--- config.mk ---
export PLATFORM = sky130hd
export DESIGN_NAME = ssp_core
export DESIGN_NICKNAME = d
export VERILOG_FILES = /design/src/verilog/ssp_pkg.sv /design/src/verilog/ssp_sync_if.sv /design/src/verilog/ssp_core.sv /design/src/verilog/ssp_pin_sync.sv
export VERILOG_INCLUDE_DIRS = /design/src /design/src/verilog
export SDC_FILE = /design/constraint.sdc
export NUM_CORES = 1
export LEC_CHECK = 0
export BUFFER_PORTS_ARGS = -buffer_cell sky130_fd_sc_hd__buf_2
export CAP_MARGIN = 20
export CORE_UTILIZATION = 55
export CTS_BUF_LIST = sky130_fd_sc_hd__clkbuf_16
export DETAILED_ROUTE_END_ITERATION = 7
export HOLD_SLACK_MARGIN = 0.03
export PLACE_DENSITY_LB_ADDON = 0.25
export SLEW_MARGIN = 20
export SYNTH_ARGS = -nofsm -noshare
export SYNTH_HDL_FRONTEND = slang
export SYNTH_HIERARCHICAL = 1
export SYNTH_SLANG_ARGS = --single-unit
--- constraint.sdc ---
create_clock -name CLOCK -period 4.11 [get_ports CLOCK]
set_input_delay 1.233 -clock CLOCK [delete_from_list [all_inputs] [get_ports CLOCK]]
set_output_delay 1.233 -clock CLOCK [all_outputs]
set_load 0.01 [all_outputs]
--- src/verilog/ssp_core_cfg.svh ---
// constants of the synchronous serial port core: mode codes, widths, reset values, bit positions
// assumes inclusion by bare name from the package and the core; definitions only
//
// What this block does
// - SS high resets SPI slave in mode 0100
// - SPI master freezes in sleep, then resumes
// - SPI slave shifts during sleep, flags eight bits
// - start is data falling while clock high
// - MSb first, then direction bit, one reads
// - addressed receiver pulls data low to acknowledge
// - data changes only while clock is low
// - slave acknowledges every byte of master write
// - master acknowledges every byte it reads but the last
// - stop is data rising while clock high
// - receiving master ends with stop, not acknowledge
// - repeated start may replace stop or final acknowledge
// - combined messages without releasing the bus
// - both lines open drain, released reads one
// - control registers read/write, status low six read-only
// - address register: own address, or baud reload
// - mask selects which address bits must match
// - received byte moves to buffer, flag set
// - buffer write loads buffer and shift register
// - write while busy discarded, collision flag set
// - buffer full set on receive, cleared by read
// - SS high floats the slave data output in mode 0100
// - after eighth fall, sender releases, samples acknowledge
`ifndef SSP_CORE_CFG_SVH
`define SSP_CORE_CFG_SVH

// ----------------------------------------------------------------
// port mode field codes
// ----------------------------------------------------------------
`define SSP_MODE_SPI_MST     4'hA
`define SSP_MODE_SPI_SLV_SS  4'h4
`define SSP_MODE_SPI_SLV     4'h5
`define SSP_MODE_I2C_SLV     4'h6

// ----------------------------------------------------------------
// widths, counts and reset values
// ----------------------------------------------------------------
`define SSP_LAST_BIT         4'h7
`define SSP_BYTE_BITS        4'h8
`define SSP_LAST_HALF        4'hF
`define SSP_BYTE_RST         8'h00
`define SSP_CNT_RST          4'h0

// ----------------------------------------------------------------
// status register bit positions
// ----------------------------------------------------------------
`define SSP_ST_BF            0
`define SSP_ST_UA            1
`define SSP_ST_RW            2
`define SSP_ST_START         3
`define SSP_ST_STOP          4
`define SSP_ST_DA            5
`define SSP_ST_CKE           6
`define SSP_ST_SMP           7

// ----------------------------------------------------------------
// synchronised pin vector positions
// ----------------------------------------------------------------
`define SSP_PIN_SCK          0
`define SSP_PIN_SDI          1
`define SSP_PIN_SS           2
`define SSP_PIN_SCL          3
`define SSP_PIN_SDA          4
`define SSP_PIN_CNT          5

`endif

--- src/verilog/ssp_pkg.sv ---
// types shared by the serial port core
// assumes the cfg header sits on the include path
package ssp_pkg;
`include "ssp_core_cfg.svh"

   // ----------------------------------------------------------------
   // two-wire slave sequencer states
   // ----------------------------------------------------------------
   typedef enum logic [2:0]
   {
      SSP_I_IDLE,
      SSP_I_ADDR,
      SSP_I_RX,
      SSP_I_ACK,
      SSP_I_TX,
      SSP_I_TXACK,
      SSP_I_IGNORE
   } ssp_i2c_st_t;

endpackage

--- src/verilog/ssp_sync_if.sv ---
// carrier between the pin synchroniser and the core
// assumes one clock; raw side is asynchronous pins
`timescale 1ns/10ps
interface ssp_sync_if #(parameter int W = 5);
   logic [W-1:0] raw;   // pins as they arrive
   logic [W-1:0] lvl;   // two-flop synchronised level
   logic [W-1:0] rise;  // one-cycle pulse on rising level
   logic [W-1:0] fall;  // one-cycle pulse on falling level

   modport syncer (input raw, output lvl, output rise, output fall);
   modport user   (output raw, input lvl, input rise, input fall);
endinterface
--- src/verilog/ssp_core.sv ---
// synchronous serial port core: SPI master/slave and two-wire slave
// assumes CLOCK at 25 MHz; software side is same-clock logic; pins are asynchronous
`timescale 1ns/10ps
`include "ssp_core_cfg.svh"
module ssp_core
   import ssp_pkg::*;
(
   input  wire logic        CLOCK,
   input  wire logic        RST_B,
   input  wire logic        PORT_EN,
   input  wire logic [3:0]  PORT_MODE_FIELD,
   input  wire logic        CLK_POL,
   input  wire logic        CLK_EDGE,
   input  wire logic        INPUT_SAMPLE_PHASE,
   input  wire logic        SLEEP,
   input  wire logic [7:0]  OWN_ADDRESS_OR_BAUD_RELOAD,
   input  wire logic [7:0]  SLAVE_ADDRESS_MASK,
   input  wire logic        BUF_WR,
   input  wire logic [7:0]  BUF_WDATA,
   input  wire logic        BUF_RD,
   input  wire logic        COLLISION_CLR,
   input  wire logic        IRQ_CLR,
   output logic      [7:0]  PORT_DATA_BUFFER,
   output logic      [7:0]  PORT_STATUS_REG,
   output logic             BUFFER_FULL_FLAG,
   output logic             WRITE_COLLISION_FLAG,
   output logic             PORT_IRQ_FLAG,
   input  wire logic        SCK_I,
   output logic             SCK_O,
   output logic             SCK_OE,
   input  wire logic        SDI,
   output logic             SDO,
   output logic             SDO_OE,
   input  wire logic        SS_B,
   input  wire logic        SCL_I,
   input  wire logic        SDA_I,
   output logic             SDA_O,
   output logic             SDA_OE
);

   // ----------------------------------------------------------------
   // reset release through two flops
   // ----------------------------------------------------------------
   logic rst_meta_ff;   // first stage
   logic rst_n;         // released reset used everywhere

   always_ff @(posedge CLOCK or negedge RST_B)
   begin
      if (!RST_B)
      begin
         rst_meta_ff <= 1'b0;
         rst_n       <= 1'b0;
      end
      else
      begin
         rst_meta_ff <= 1'b1;
         rst_n       <= rst_meta_ff;
      end
   end

   // ----------------------------------------------------------------
   // pin synchronisers
   // ----------------------------------------------------------------
   ssp_sync_if #(.W(`SSP_PIN_CNT)) pins ();

   assign pins.raw = {SDA_I, SCL_I, SS_B, SDI, SCK_I};

   ssp_pin_sync #(.W(`SSP_PIN_CNT)) u_sync
   (
      .clk   (CLOCK),
      .rst_n (rst_n),
      .p     (pins)
   );

   // ----------------------------------------------------------------
   // state
   // ----------------------------------------------------------------
   logic [7:0]  sr_ff,   nxt_sr;     // shift register, not visible to software
   logic [7:0]  buf_ff,  nxt_buf;    // data buffer
   logic [3:0]  cnt_ff,  nxt_cnt;    // bit counter
   logic [3:0]  half_ff, nxt_half;   // master half periods done
   logic [7:0]  div_ff,  nxt_div;    // master baud divider
   logic        msck_ff, nxt_msck;   // master clock level
   logic        run_ff,  nxt_run;    // master transfer running
   logic        sdo_ff,  nxt_sdo;    // serial data out bit
   logic        sda_ff,  nxt_sda;    // pulling data line low
   logic        bf_ff,   nxt_bf;     // buffer full
   logic        write_collision_flag_ff, nxt_write_collision_flag;   // write collision
   logic        irq_ff,  nxt_irq;    // port interrupt flag
   logic        rw_ff,   nxt_rw;     // direction of current transfer
   logic        da_ff,   nxt_da;     // last byte was data, not address
   logic        s_ff,    nxt_s;      // start seen last
   logic        p_ff,    nxt_p;      // stop seen last
   ssp_i2c_st_t st_ff,   nxt_st;     // two-wire sequencer

   // ----------------------------------------------------------------
   // mode decode and edge selection
   // ----------------------------------------------------------------
   logic is_mst;     // SPI master
   logic is_slv;     // SPI slave, either select option
   logic is_i2c;     // two-wire slave
   logic ss_reset;   // select high with select control on
   logic tick;       // master half-period enable
   logic to_act;     // clock leaves idle level
   logic to_idle;    // clock returns to idle level
   logic samp;       // sample edge
   logic shout;      // output edge
   logic busy;       // transfer in flight
   logic scl_hi;     // clock line high
   logic start_c;    // start condition seen
   logic stop_c;     // stop condition seen
   logic addr_hit;   // masked own-address match

   assign is_mst   = PORT_MODE_FIELD == `SSP_MODE_SPI_MST;
   assign is_slv   = (PORT_MODE_FIELD == `SSP_MODE_SPI_SLV_SS) |
                     (PORT_MODE_FIELD == `SSP_MODE_SPI_SLV);
   assign is_i2c   = PORT_MODE_FIELD == `SSP_MODE_I2C_SLV;
   assign ss_reset = (PORT_MODE_FIELD == `SSP_MODE_SPI_SLV_SS) &
                     pins.lvl[`SSP_PIN_SS];

   // the divider stands still in sleep so a master byte freezes mid-way
   assign tick     = is_mst & run_ff & ~SLEEP & (div_ff == `SSP_BYTE_RST);

   // slave edges come from the pin; sleep does not gate them
   assign to_act   = is_mst ? (tick & (msck_ff == CLK_POL)) :
                     (CLK_POL ? pins.fall[`SSP_PIN_SCK] : pins.rise[`SSP_PIN_SCK]);
   assign to_idle  = is_mst ? (tick & (msck_ff != CLK_POL)) :
                     (CLK_POL ? pins.rise[`SSP_PIN_SCK] : pins.fall[`SSP_PIN_SCK]);
   assign samp     = CLK_EDGE ? to_act : to_idle;
   assign shout    = CLK_EDGE ? to_idle : to_act;

   assign busy     = run_ff | (cnt_ff != `SSP_CNT_RST) | (is_i2c & (st_ff == SSP_I_TX));

   // released line reads one, pulled line reads zero
   assign scl_hi   = pins.lvl[`SSP_PIN_SCL];
   assign start_c  = pins.fall[`SSP_PIN_SDA] & scl_hi;
   assign stop_c   = pins.rise[`SSP_PIN_SDA] & scl_hi;
   assign addr_hit = ((sr_ff[7:1] ^ OWN_ADDRESS_OR_BAUD_RELOAD[7:1]) &
                      SLAVE_ADDRESS_MASK[7:1]) == 7'h00;

   // ----------------------------------------------------------------
   // next-state logic for the whole port
   // ----------------------------------------------------------------
   always_comb
   begin
      nxt_sr   = sr_ff;
      nxt_buf  = buf_ff;
      nxt_cnt  = cnt_ff;
      nxt_half = half_ff;
      nxt_div  = div_ff;
      nxt_msck = msck_ff;
      nxt_run  = run_ff;
      nxt_sdo  = sdo_ff;
      nxt_sda  = sda_ff;
      nxt_bf   = bf_ff;
      nxt_write_collision_flag = write_collision_flag_ff;
      nxt_irq  = irq_ff;
      nxt_rw   = rw_ff;
      nxt_da   = da_ff;
      nxt_s    = s_ff;
      nxt_p    = p_ff;
      nxt_st   = st_ff;

      // software clears first, so a hardware set in the same cycle wins
      if (BUF_RD)
         nxt_bf = 1'b0;
      if (COLLISION_CLR)
         nxt_write_collision_flag = 1'b0;
      if (IRQ_CLR)
         nxt_irq = 1'b0;

      if (!PORT_EN)
      begin
         // disabled: counters and drivers fall back to idle
         nxt_cnt  = `SSP_CNT_RST;
         nxt_run  = 1'b0;
         nxt_msck = CLK_POL;
         nxt_sda  = 1'b0;
         nxt_st   = SSP_I_IDLE;
      end
      else if (is_mst | is_slv)
      begin
         // master baud divider reloads from the address register
         if (is_mst & run_ff & ~SLEEP)
         begin
            if (tick)
            begin
               nxt_div  = OWN_ADDRESS_OR_BAUD_RELOAD;
               nxt_msck = ~msck_ff;
               nxt_half = half_ff + 4'h1;
               if (half_ff == `SSP_LAST_HALF)
                  nxt_run = 1'b0;
            end
            else
               nxt_div = div_ff - 8'h01;
         end
         if (ss_reset)
            nxt_cnt = `SSP_CNT_RST;
         else if (samp & (run_ff | is_slv))
         begin
            nxt_sr = {sr_ff[6:0], pins.lvl[`SSP_PIN_SDI]};
            if (cnt_ff == `SSP_LAST_BIT)
            begin
               // byte done: hand over and free the shifter
               nxt_buf = {sr_ff[6:0], pins.lvl[`SSP_PIN_SDI]};
               nxt_bf  = 1'b1;
               nxt_irq = 1'b1;
               nxt_cnt = `SSP_CNT_RST;
            end
            else
               nxt_cnt = cnt_ff + 4'h1;
         end
         else if (shout & (run_ff | is_slv))
            nxt_sdo = sr_ff[7];
      end
      else if (is_i2c)
      begin
         if (start_c)
         begin
            // start or repeated start: keep the bus, take a new address
            nxt_st  = SSP_I_ADDR;
            nxt_cnt = `SSP_CNT_RST;
            nxt_sda = 1'b0;
            nxt_s   = 1'b1;
            nxt_p   = 1'b0;
         end
         else if (stop_c)
         begin
            nxt_st  = SSP_I_IDLE;
            nxt_cnt = `SSP_CNT_RST;
            nxt_sda = 1'b0;
            nxt_s   = 1'b0;
            nxt_p   = 1'b1;
         end
         else
         begin
            case (st_ff)
               SSP_I_ADDR, SSP_I_RX:
               begin
                  // sample on clock rise, act after the eighth fall
                  if (pins.rise[`SSP_PIN_SCL] & (cnt_ff != `SSP_BYTE_BITS))
                  begin
                     nxt_sr  = {sr_ff[6:0], pins.lvl[`SSP_PIN_SDA]};
                     nxt_cnt = cnt_ff + 4'h1;
                  end
                  else if (pins.fall[`SSP_PIN_SCL] & (cnt_ff == `SSP_BYTE_BITS))
                  begin
                     nxt_cnt = `SSP_CNT_RST;
                     if ((st_ff == SSP_I_RX) | addr_hit)
                     begin
                        nxt_buf = sr_ff;
                        nxt_bf  = 1'b1;
                        nxt_irq = 1'b1;
                        nxt_sda = 1'b1;
                        nxt_st  = SSP_I_ACK;
                        nxt_da  = st_ff == SSP_I_RX;
                        if (st_ff == SSP_I_ADDR)
                           nxt_rw = sr_ff[0];
                     end
                     else
                        nxt_st = SSP_I_IGNORE;
                  end
               end
               SSP_I_ACK:
               begin
                  // end of the acknowledge slot: change data only while low
                  if (pins.fall[`SSP_PIN_SCL])
                  begin
                     nxt_sda = rw_ff & ~sr_ff[7];
                     nxt_st  = rw_ff ? SSP_I_TX : SSP_I_RX;
                     nxt_cnt = `SSP_CNT_RST;
                  end
               end
               SSP_I_TX:
               begin
                  if (pins.fall[`SSP_PIN_SCL])
                  begin
                     if (cnt_ff == `SSP_LAST_BIT)
                     begin
                        nxt_sda = 1'b0;
                        nxt_cnt = `SSP_CNT_RST;
                        nxt_st  = SSP_I_TXACK;
                        nxt_irq = 1'b1;
                        nxt_da  = 1'b1;
                     end
                     else
                     begin
                        nxt_sr  = {sr_ff[6:0], 1'b0};
                        nxt_sda = ~sr_ff[6];
                        nxt_cnt = cnt_ff + 4'h1;
                     end
                  end
               end
               SSP_I_TXACK:
               begin
                  // master answer on the ninth rise: low asks for more
                  if (pins.rise[`SSP_PIN_SCL])
                     nxt_st = pins.lvl[`SSP_PIN_SDA] ? SSP_I_IGNORE : SSP_I_ACK;
               end
               default:
               begin
                  nxt_sda = 1'b0;
               end
            endcase
         end
      end

      // single-buffered transmit; a write mid-transfer is thrown away
      if (BUF_WR)
      begin
         if (busy | write_collision_flag_ff)
            nxt_write_collision_flag = 1'b1;
         else
         begin
            nxt_buf = BUF_WDATA;
            nxt_sr  = BUF_WDATA;
            nxt_sdo = BUF_WDATA[7];
            if (is_mst & PORT_EN)
            begin
               nxt_run  = 1'b1;
               nxt_div  = OWN_ADDRESS_OR_BAUD_RELOAD;
               nxt_half = `SSP_CNT_RST;
               nxt_msck = CLK_POL;
            end
         end
      end
   end

   // ----------------------------------------------------------------
   // registers
   // ----------------------------------------------------------------
   always_ff @(posedge CLOCK or negedge rst_n)
   begin
      if (!rst_n)
      begin
         sr_ff   <= `SSP_BYTE_RST;
         buf_ff  <= `SSP_BYTE_RST;
         cnt_ff  <= `SSP_CNT_RST;
         half_ff <= `SSP_CNT_RST;
         div_ff  <= `SSP_BYTE_RST;
         msck_ff <= 1'b0;
         run_ff  <= 1'b0;
         sdo_ff  <= 1'b0;
         sda_ff  <= 1'b0;
         bf_ff   <= 1'b0;
         write_collision_flag_ff <= 1'b0;
         irq_ff  <= 1'b0;
         rw_ff   <= 1'b0;
         da_ff   <= 1'b0;
         s_ff    <= 1'b0;
         p_ff    <= 1'b0;
         st_ff   <= SSP_I_IDLE;
      end
      else
      begin
         sr_ff   <= nxt_sr;
         buf_ff  <= nxt_buf;
         cnt_ff  <= nxt_cnt;
         half_ff <= nxt_half;
         div_ff  <= nxt_div;
         msck_ff <= nxt_msck;
         run_ff  <= nxt_run;
         sdo_ff  <= nxt_sdo;
         sda_ff  <= nxt_sda;
         bf_ff   <= nxt_bf;
         write_collision_flag_ff <= nxt_write_collision_flag;
         irq_ff  <= nxt_irq;
         rw_ff   <= nxt_rw;
         da_ff   <= nxt_da;
         s_ff    <= nxt_s;
         p_ff    <= nxt_p;
         st_ff   <= nxt_st;
      end
   end

   // ----------------------------------------------------------------
   // outputs
   // ----------------------------------------------------------------
   assign PORT_DATA_BUFFER     = buf_ff;
   assign BUFFER_FULL_FLAG     = bf_ff;
   assign WRITE_COLLISION_FLAG = write_collision_flag_ff;
   assign PORT_IRQ_FLAG        = irq_ff;

   // top two bits echo the software settings, bit 1 reads zero, the rest is hardware state
   always_comb
   begin
      PORT_STATUS_REG                = 8'h00;
      PORT_STATUS_REG[`SSP_ST_BF]    = bf_ff;
      PORT_STATUS_REG[`SSP_ST_RW]    = rw_ff;
      PORT_STATUS_REG[`SSP_ST_START] = s_ff;
      PORT_STATUS_REG[`SSP_ST_STOP]  = p_ff;
      PORT_STATUS_REG[`SSP_ST_DA]    = da_ff;
      PORT_STATUS_REG[`SSP_ST_CKE]   = CLK_EDGE;
      PORT_STATUS_REG[`SSP_ST_SMP]   = INPUT_SAMPLE_PHASE;
   end

   assign SCK_O  = msck_ff;
   assign SCK_OE = PORT_EN & is_mst;
   assign SDO    = sdo_ff;
   // with select control on, floats once select is seen high, even mid-byte
   assign SDO_OE = PORT_EN & (is_mst | (is_slv & ~ss_reset));
   // data line is only ever pulled low, never driven high
   assign SDA_O  = 1'b0;
   assign SDA_OE = PORT_EN & is_i2c & sda_ff;

endmodule

--- src/verilog/ssp_pin_sync.sv ---
// two-flop synchroniser with edge pulses for every asynchronous pin
// assumes synchronised active-low reset; pins idle high after reset
`timescale 1ns/10ps
module ssp_pin_sync #(parameter int W = 5)
(
   input  wire logic   clk,
   input  wire logic   rst_n,
   ssp_sync_if.syncer  p
);
   logic [W-1:0] meta_ff;   // first stage, read only by sync_ff
   logic [W-1:0] sync_ff;   // safe level
   logic [W-1:0] old_ff;    // previous safe level for edges

   // ----------------------------------------------------------------
   // one chain per pin; resets high since both buses idle high
   // ----------------------------------------------------------------
   for (genvar i = 0; i < W; i++)
   begin : g_bit
      always_ff @(posedge clk or negedge rst_n)
      begin
         if (!rst_n)
         begin
            meta_ff[i] <= 1'b1;
            sync_ff[i] <= 1'b1;
            old_ff[i]  <= 1'b1;
         end
         else
         begin
            meta_ff[i] <= p.raw[i];
            sync_ff[i] <= meta_ff[i];
            old_ff[i]  <= sync_ff[i];
         end
      end
      assign p.lvl[i]  = sync_ff[i];
      assign p.rise[i] = sync_ff[i] & ~old_ff[i];
      assign p.fall[i] = ~sync_ff[i] & old_ff[i];
   end
endmodule

==> results.yml <==
clock_tree:
  path_clk_slew_ns: 0.05
  h-tree-depth: 3
  clock_tree_from_tritoncts: "yes"
  cts.sink_count: 61
  clock-root-buffer: "sky130_fd_sc_hd__clkbuf_16"
  cts.repair_timing.setup_buffer_count: 0
  clock_latency_of_the_later_clocked_register_in_the_worst_skew_pair_ns: 0.33
  post_cts_resized: 0
  postCtsHoldBufs: 0
  tritoncts.num_buffers: 9
  cts_max_path_buffers: 2
critical_path:
  r2r_setup_slack_ns: 1.34
  setup.worst_path.class: "in2out"
  r2r-start: "u_sync/p.lvl[4]"
  r2r_cells: 7
  crit_path_start_kind: "input pin"
  max_fo_critical_path: 6
  crit_path_end: "SDO_OE"
  regToRegEndpoint: "PORT_DATA_BUFFER[7]"
  crit_required_ns: 2.88
  worstPathArrival_ns: 2.53
  critical_path.startpoint: "PORT_MODE_FIELD[1]"
  critical_path.endpoint_type: "primary output"
drt:
  vias_cell: 6.09
  drcViolationCount: 0
  wire_per_inst_um: 17.4
  postRouteAntennaNets: 0
  first_pass_iters: 4
  drt_first_iter_violations: 288
  routed-via-count: 3581
  finalWirelength_mm: 10.2
cells_and_area:
  antenna_cells_inserted: 0
  fillers: 578
  num-nets-final: 536
  layout-drive-gt1-share: 0.236
  final_core_util: 0.667
  syn_to_final_growth_pct: 16.8
logic_synthesis:
  netlist_instances: 431
  netlist_area_mm2: 0.00390
  synthesis.area_per_instance_um2: 9.06
  ys_warnings: 6
sta:
  report.final.hold_viol_count: 0
  tightestPinTransition_ns: 0.756
  max-slew-margin-rel: 0.493
  setup-tns-final_ns: 0
  finalCriticalPeriod_ns: 3.77
  timing.final.setup_violations: 0
  final_min_period_over_clock_period: 0.916
  top_achievable_clock_speed_ghz: 0.266
  rsz0062_at_grt: "false"
  maxSlewViolCount: 0
  fin_worst_skew_ns: 0.00712
die:
  floorplan.rows: 30
  height_of_the_die_um: 86.2
  die_width_um: 86.2
  initial_utilization: 0.571
  floorplan.die_area_mm2: 0.00744
  number_of_ports_placed_on_the_die_boundary: 69
  core-area_mm2: 0.00683
power:
  ir_worst_vdd_mv: 0.357
  power.density_cell_area_mw_per_mm2: 544
  power_leakage_nw: 1.99
placement:
  half_perimeter_wire_length_after_placement_mm: 7.39
  gp_routability_congestion: 0.950
  port-buffer-count: 63
flow_run:
  max_cap_viol_count: 0
hold_path:
  hold_class: "reg2async"
global_route:
  first_pass_grt_wire_length_mm: 16.8
  first_global_vias: 3393
  track_usage: 0.295
  grt_antenna_before_repair: 0
  grt_max_degree: 32
  overflow: 0
status:
  run_status: "finished clean"
-- registers in the layout, summed over array words and instances (netlist names), 3 cells and up --
signal,flops
sr_ff,8
half_ff,4
st_ff,3
u_sync/old_ff,3
cnt_ff,4
div_ff,8
PORT_DATA_BUFFER,8
u_sync/meta_ff,5
u_sync/p.lvl,5
-- worst min-delay path by stage --
stage,start,endpoint,slack (ns),cells after the start
5_1_grt,rst_n,sr_ff[6],0.36,0
2_1_floorplan,rst_meta_ff,rst_n,0.33,0
4_1_cts,rst_n,sr_ff[6],0.32,0
6_report,rst_n,sr_ff[6],0.30,0
3_3_place_gp,rst_n,sr_ff[6],0.31,0
3_5_place_dp,rst_n,sr_ff[6],0.32,0
-- power breakdown --
group	total, mW	internal, mW	switching, mW
combinational	0.754	0.333	0.421
sequential	0.938	0.741	0.197
clock	0.786	0.522	0.263
total	2.48	1.60	0.881
-- per-layer routing --
metal	wire, um	track usage	vias up
met5	0	0	-
met4	195	0.111	0
met3	794	0.0590	18
met2	4690	0.455	147
met1	4550	0.412	1709
li1	-	-	1707
-- per-stage QoR --
stage | power [mW] | worst slack (ns) | instances | hold slack [ns] | area [um2]
2_1_floorplan | 1.45 | 0.763 | 432 | 0.331 | 3910
3_3_place_gp | 1.66 | 0.412 | 572 | 0.314 | 4250
3_5_place_dp | 1.68 | 0.373 | 572 | 0.316 | 4250
4_1_cts | 2.47 | 0.365 | 588 | 0.324 | 4560
5_1_grt | 2.62 | 0.270 | 588 | 0.357 | 4560
6_report | 2.48 | 0.344 | 588 | 0.298 | 4560
-- worst max-delay path, stage by stage --
cell                      delay [ns]
sky130_fd_sc_hd__buf_2          0.14
sky130_fd_sc_hd__or3b_1         0.46
sky130_fd_sc_hd__o21ai_1        0.28
sky130_fd_sc_hd__nand2_1        0.14
sky130_fd_sc_hd__inv_1          0.14
sky130_fd_sc_hd__buf_2          0.15
-- layout make-up --
type / count / area, um2 / share of cell area
clock buffers: 9 / 225 / 0.0494
clock inverters: 7 / 83.8 / 0.0184
inverters: 24 / 90.1 / 0.0198
multi-input cells: 323 / 2140 / 0.470
flip-flops and latches: 61 / 1540 / 0.339
well taps: 96 / 120 / 0.0264
repair buffers: 68 / 353 / 0.0774
-- placed cells by master, fill, tap and decap left out, types with 11 or more instances in the layout --
| cell type | n |
|---|---|
| sky130_fd_sc_hd__o21ai_0 | 32 |
| sky130_fd_sc_hd__xor2_1 | 11 |
| sky130_fd_sc_hd__dfrtp_1 | 47 |
| sky130_fd_sc_hd__dfstp_2 | 13 |
| sky130_fd_sc_hd__nor2_1 | 34 |
| sky130_fd_sc_hd__nand2_1 | 40 |
| sky130_fd_sc_hd__buf_2 | 63 |
| sky130_fd_sc_hd__inv_1 | 26 |
| sky130_fd_sc_hd__a21oi_1 | 20 |
Note: power is estimated with default switching activity, not from simulation.
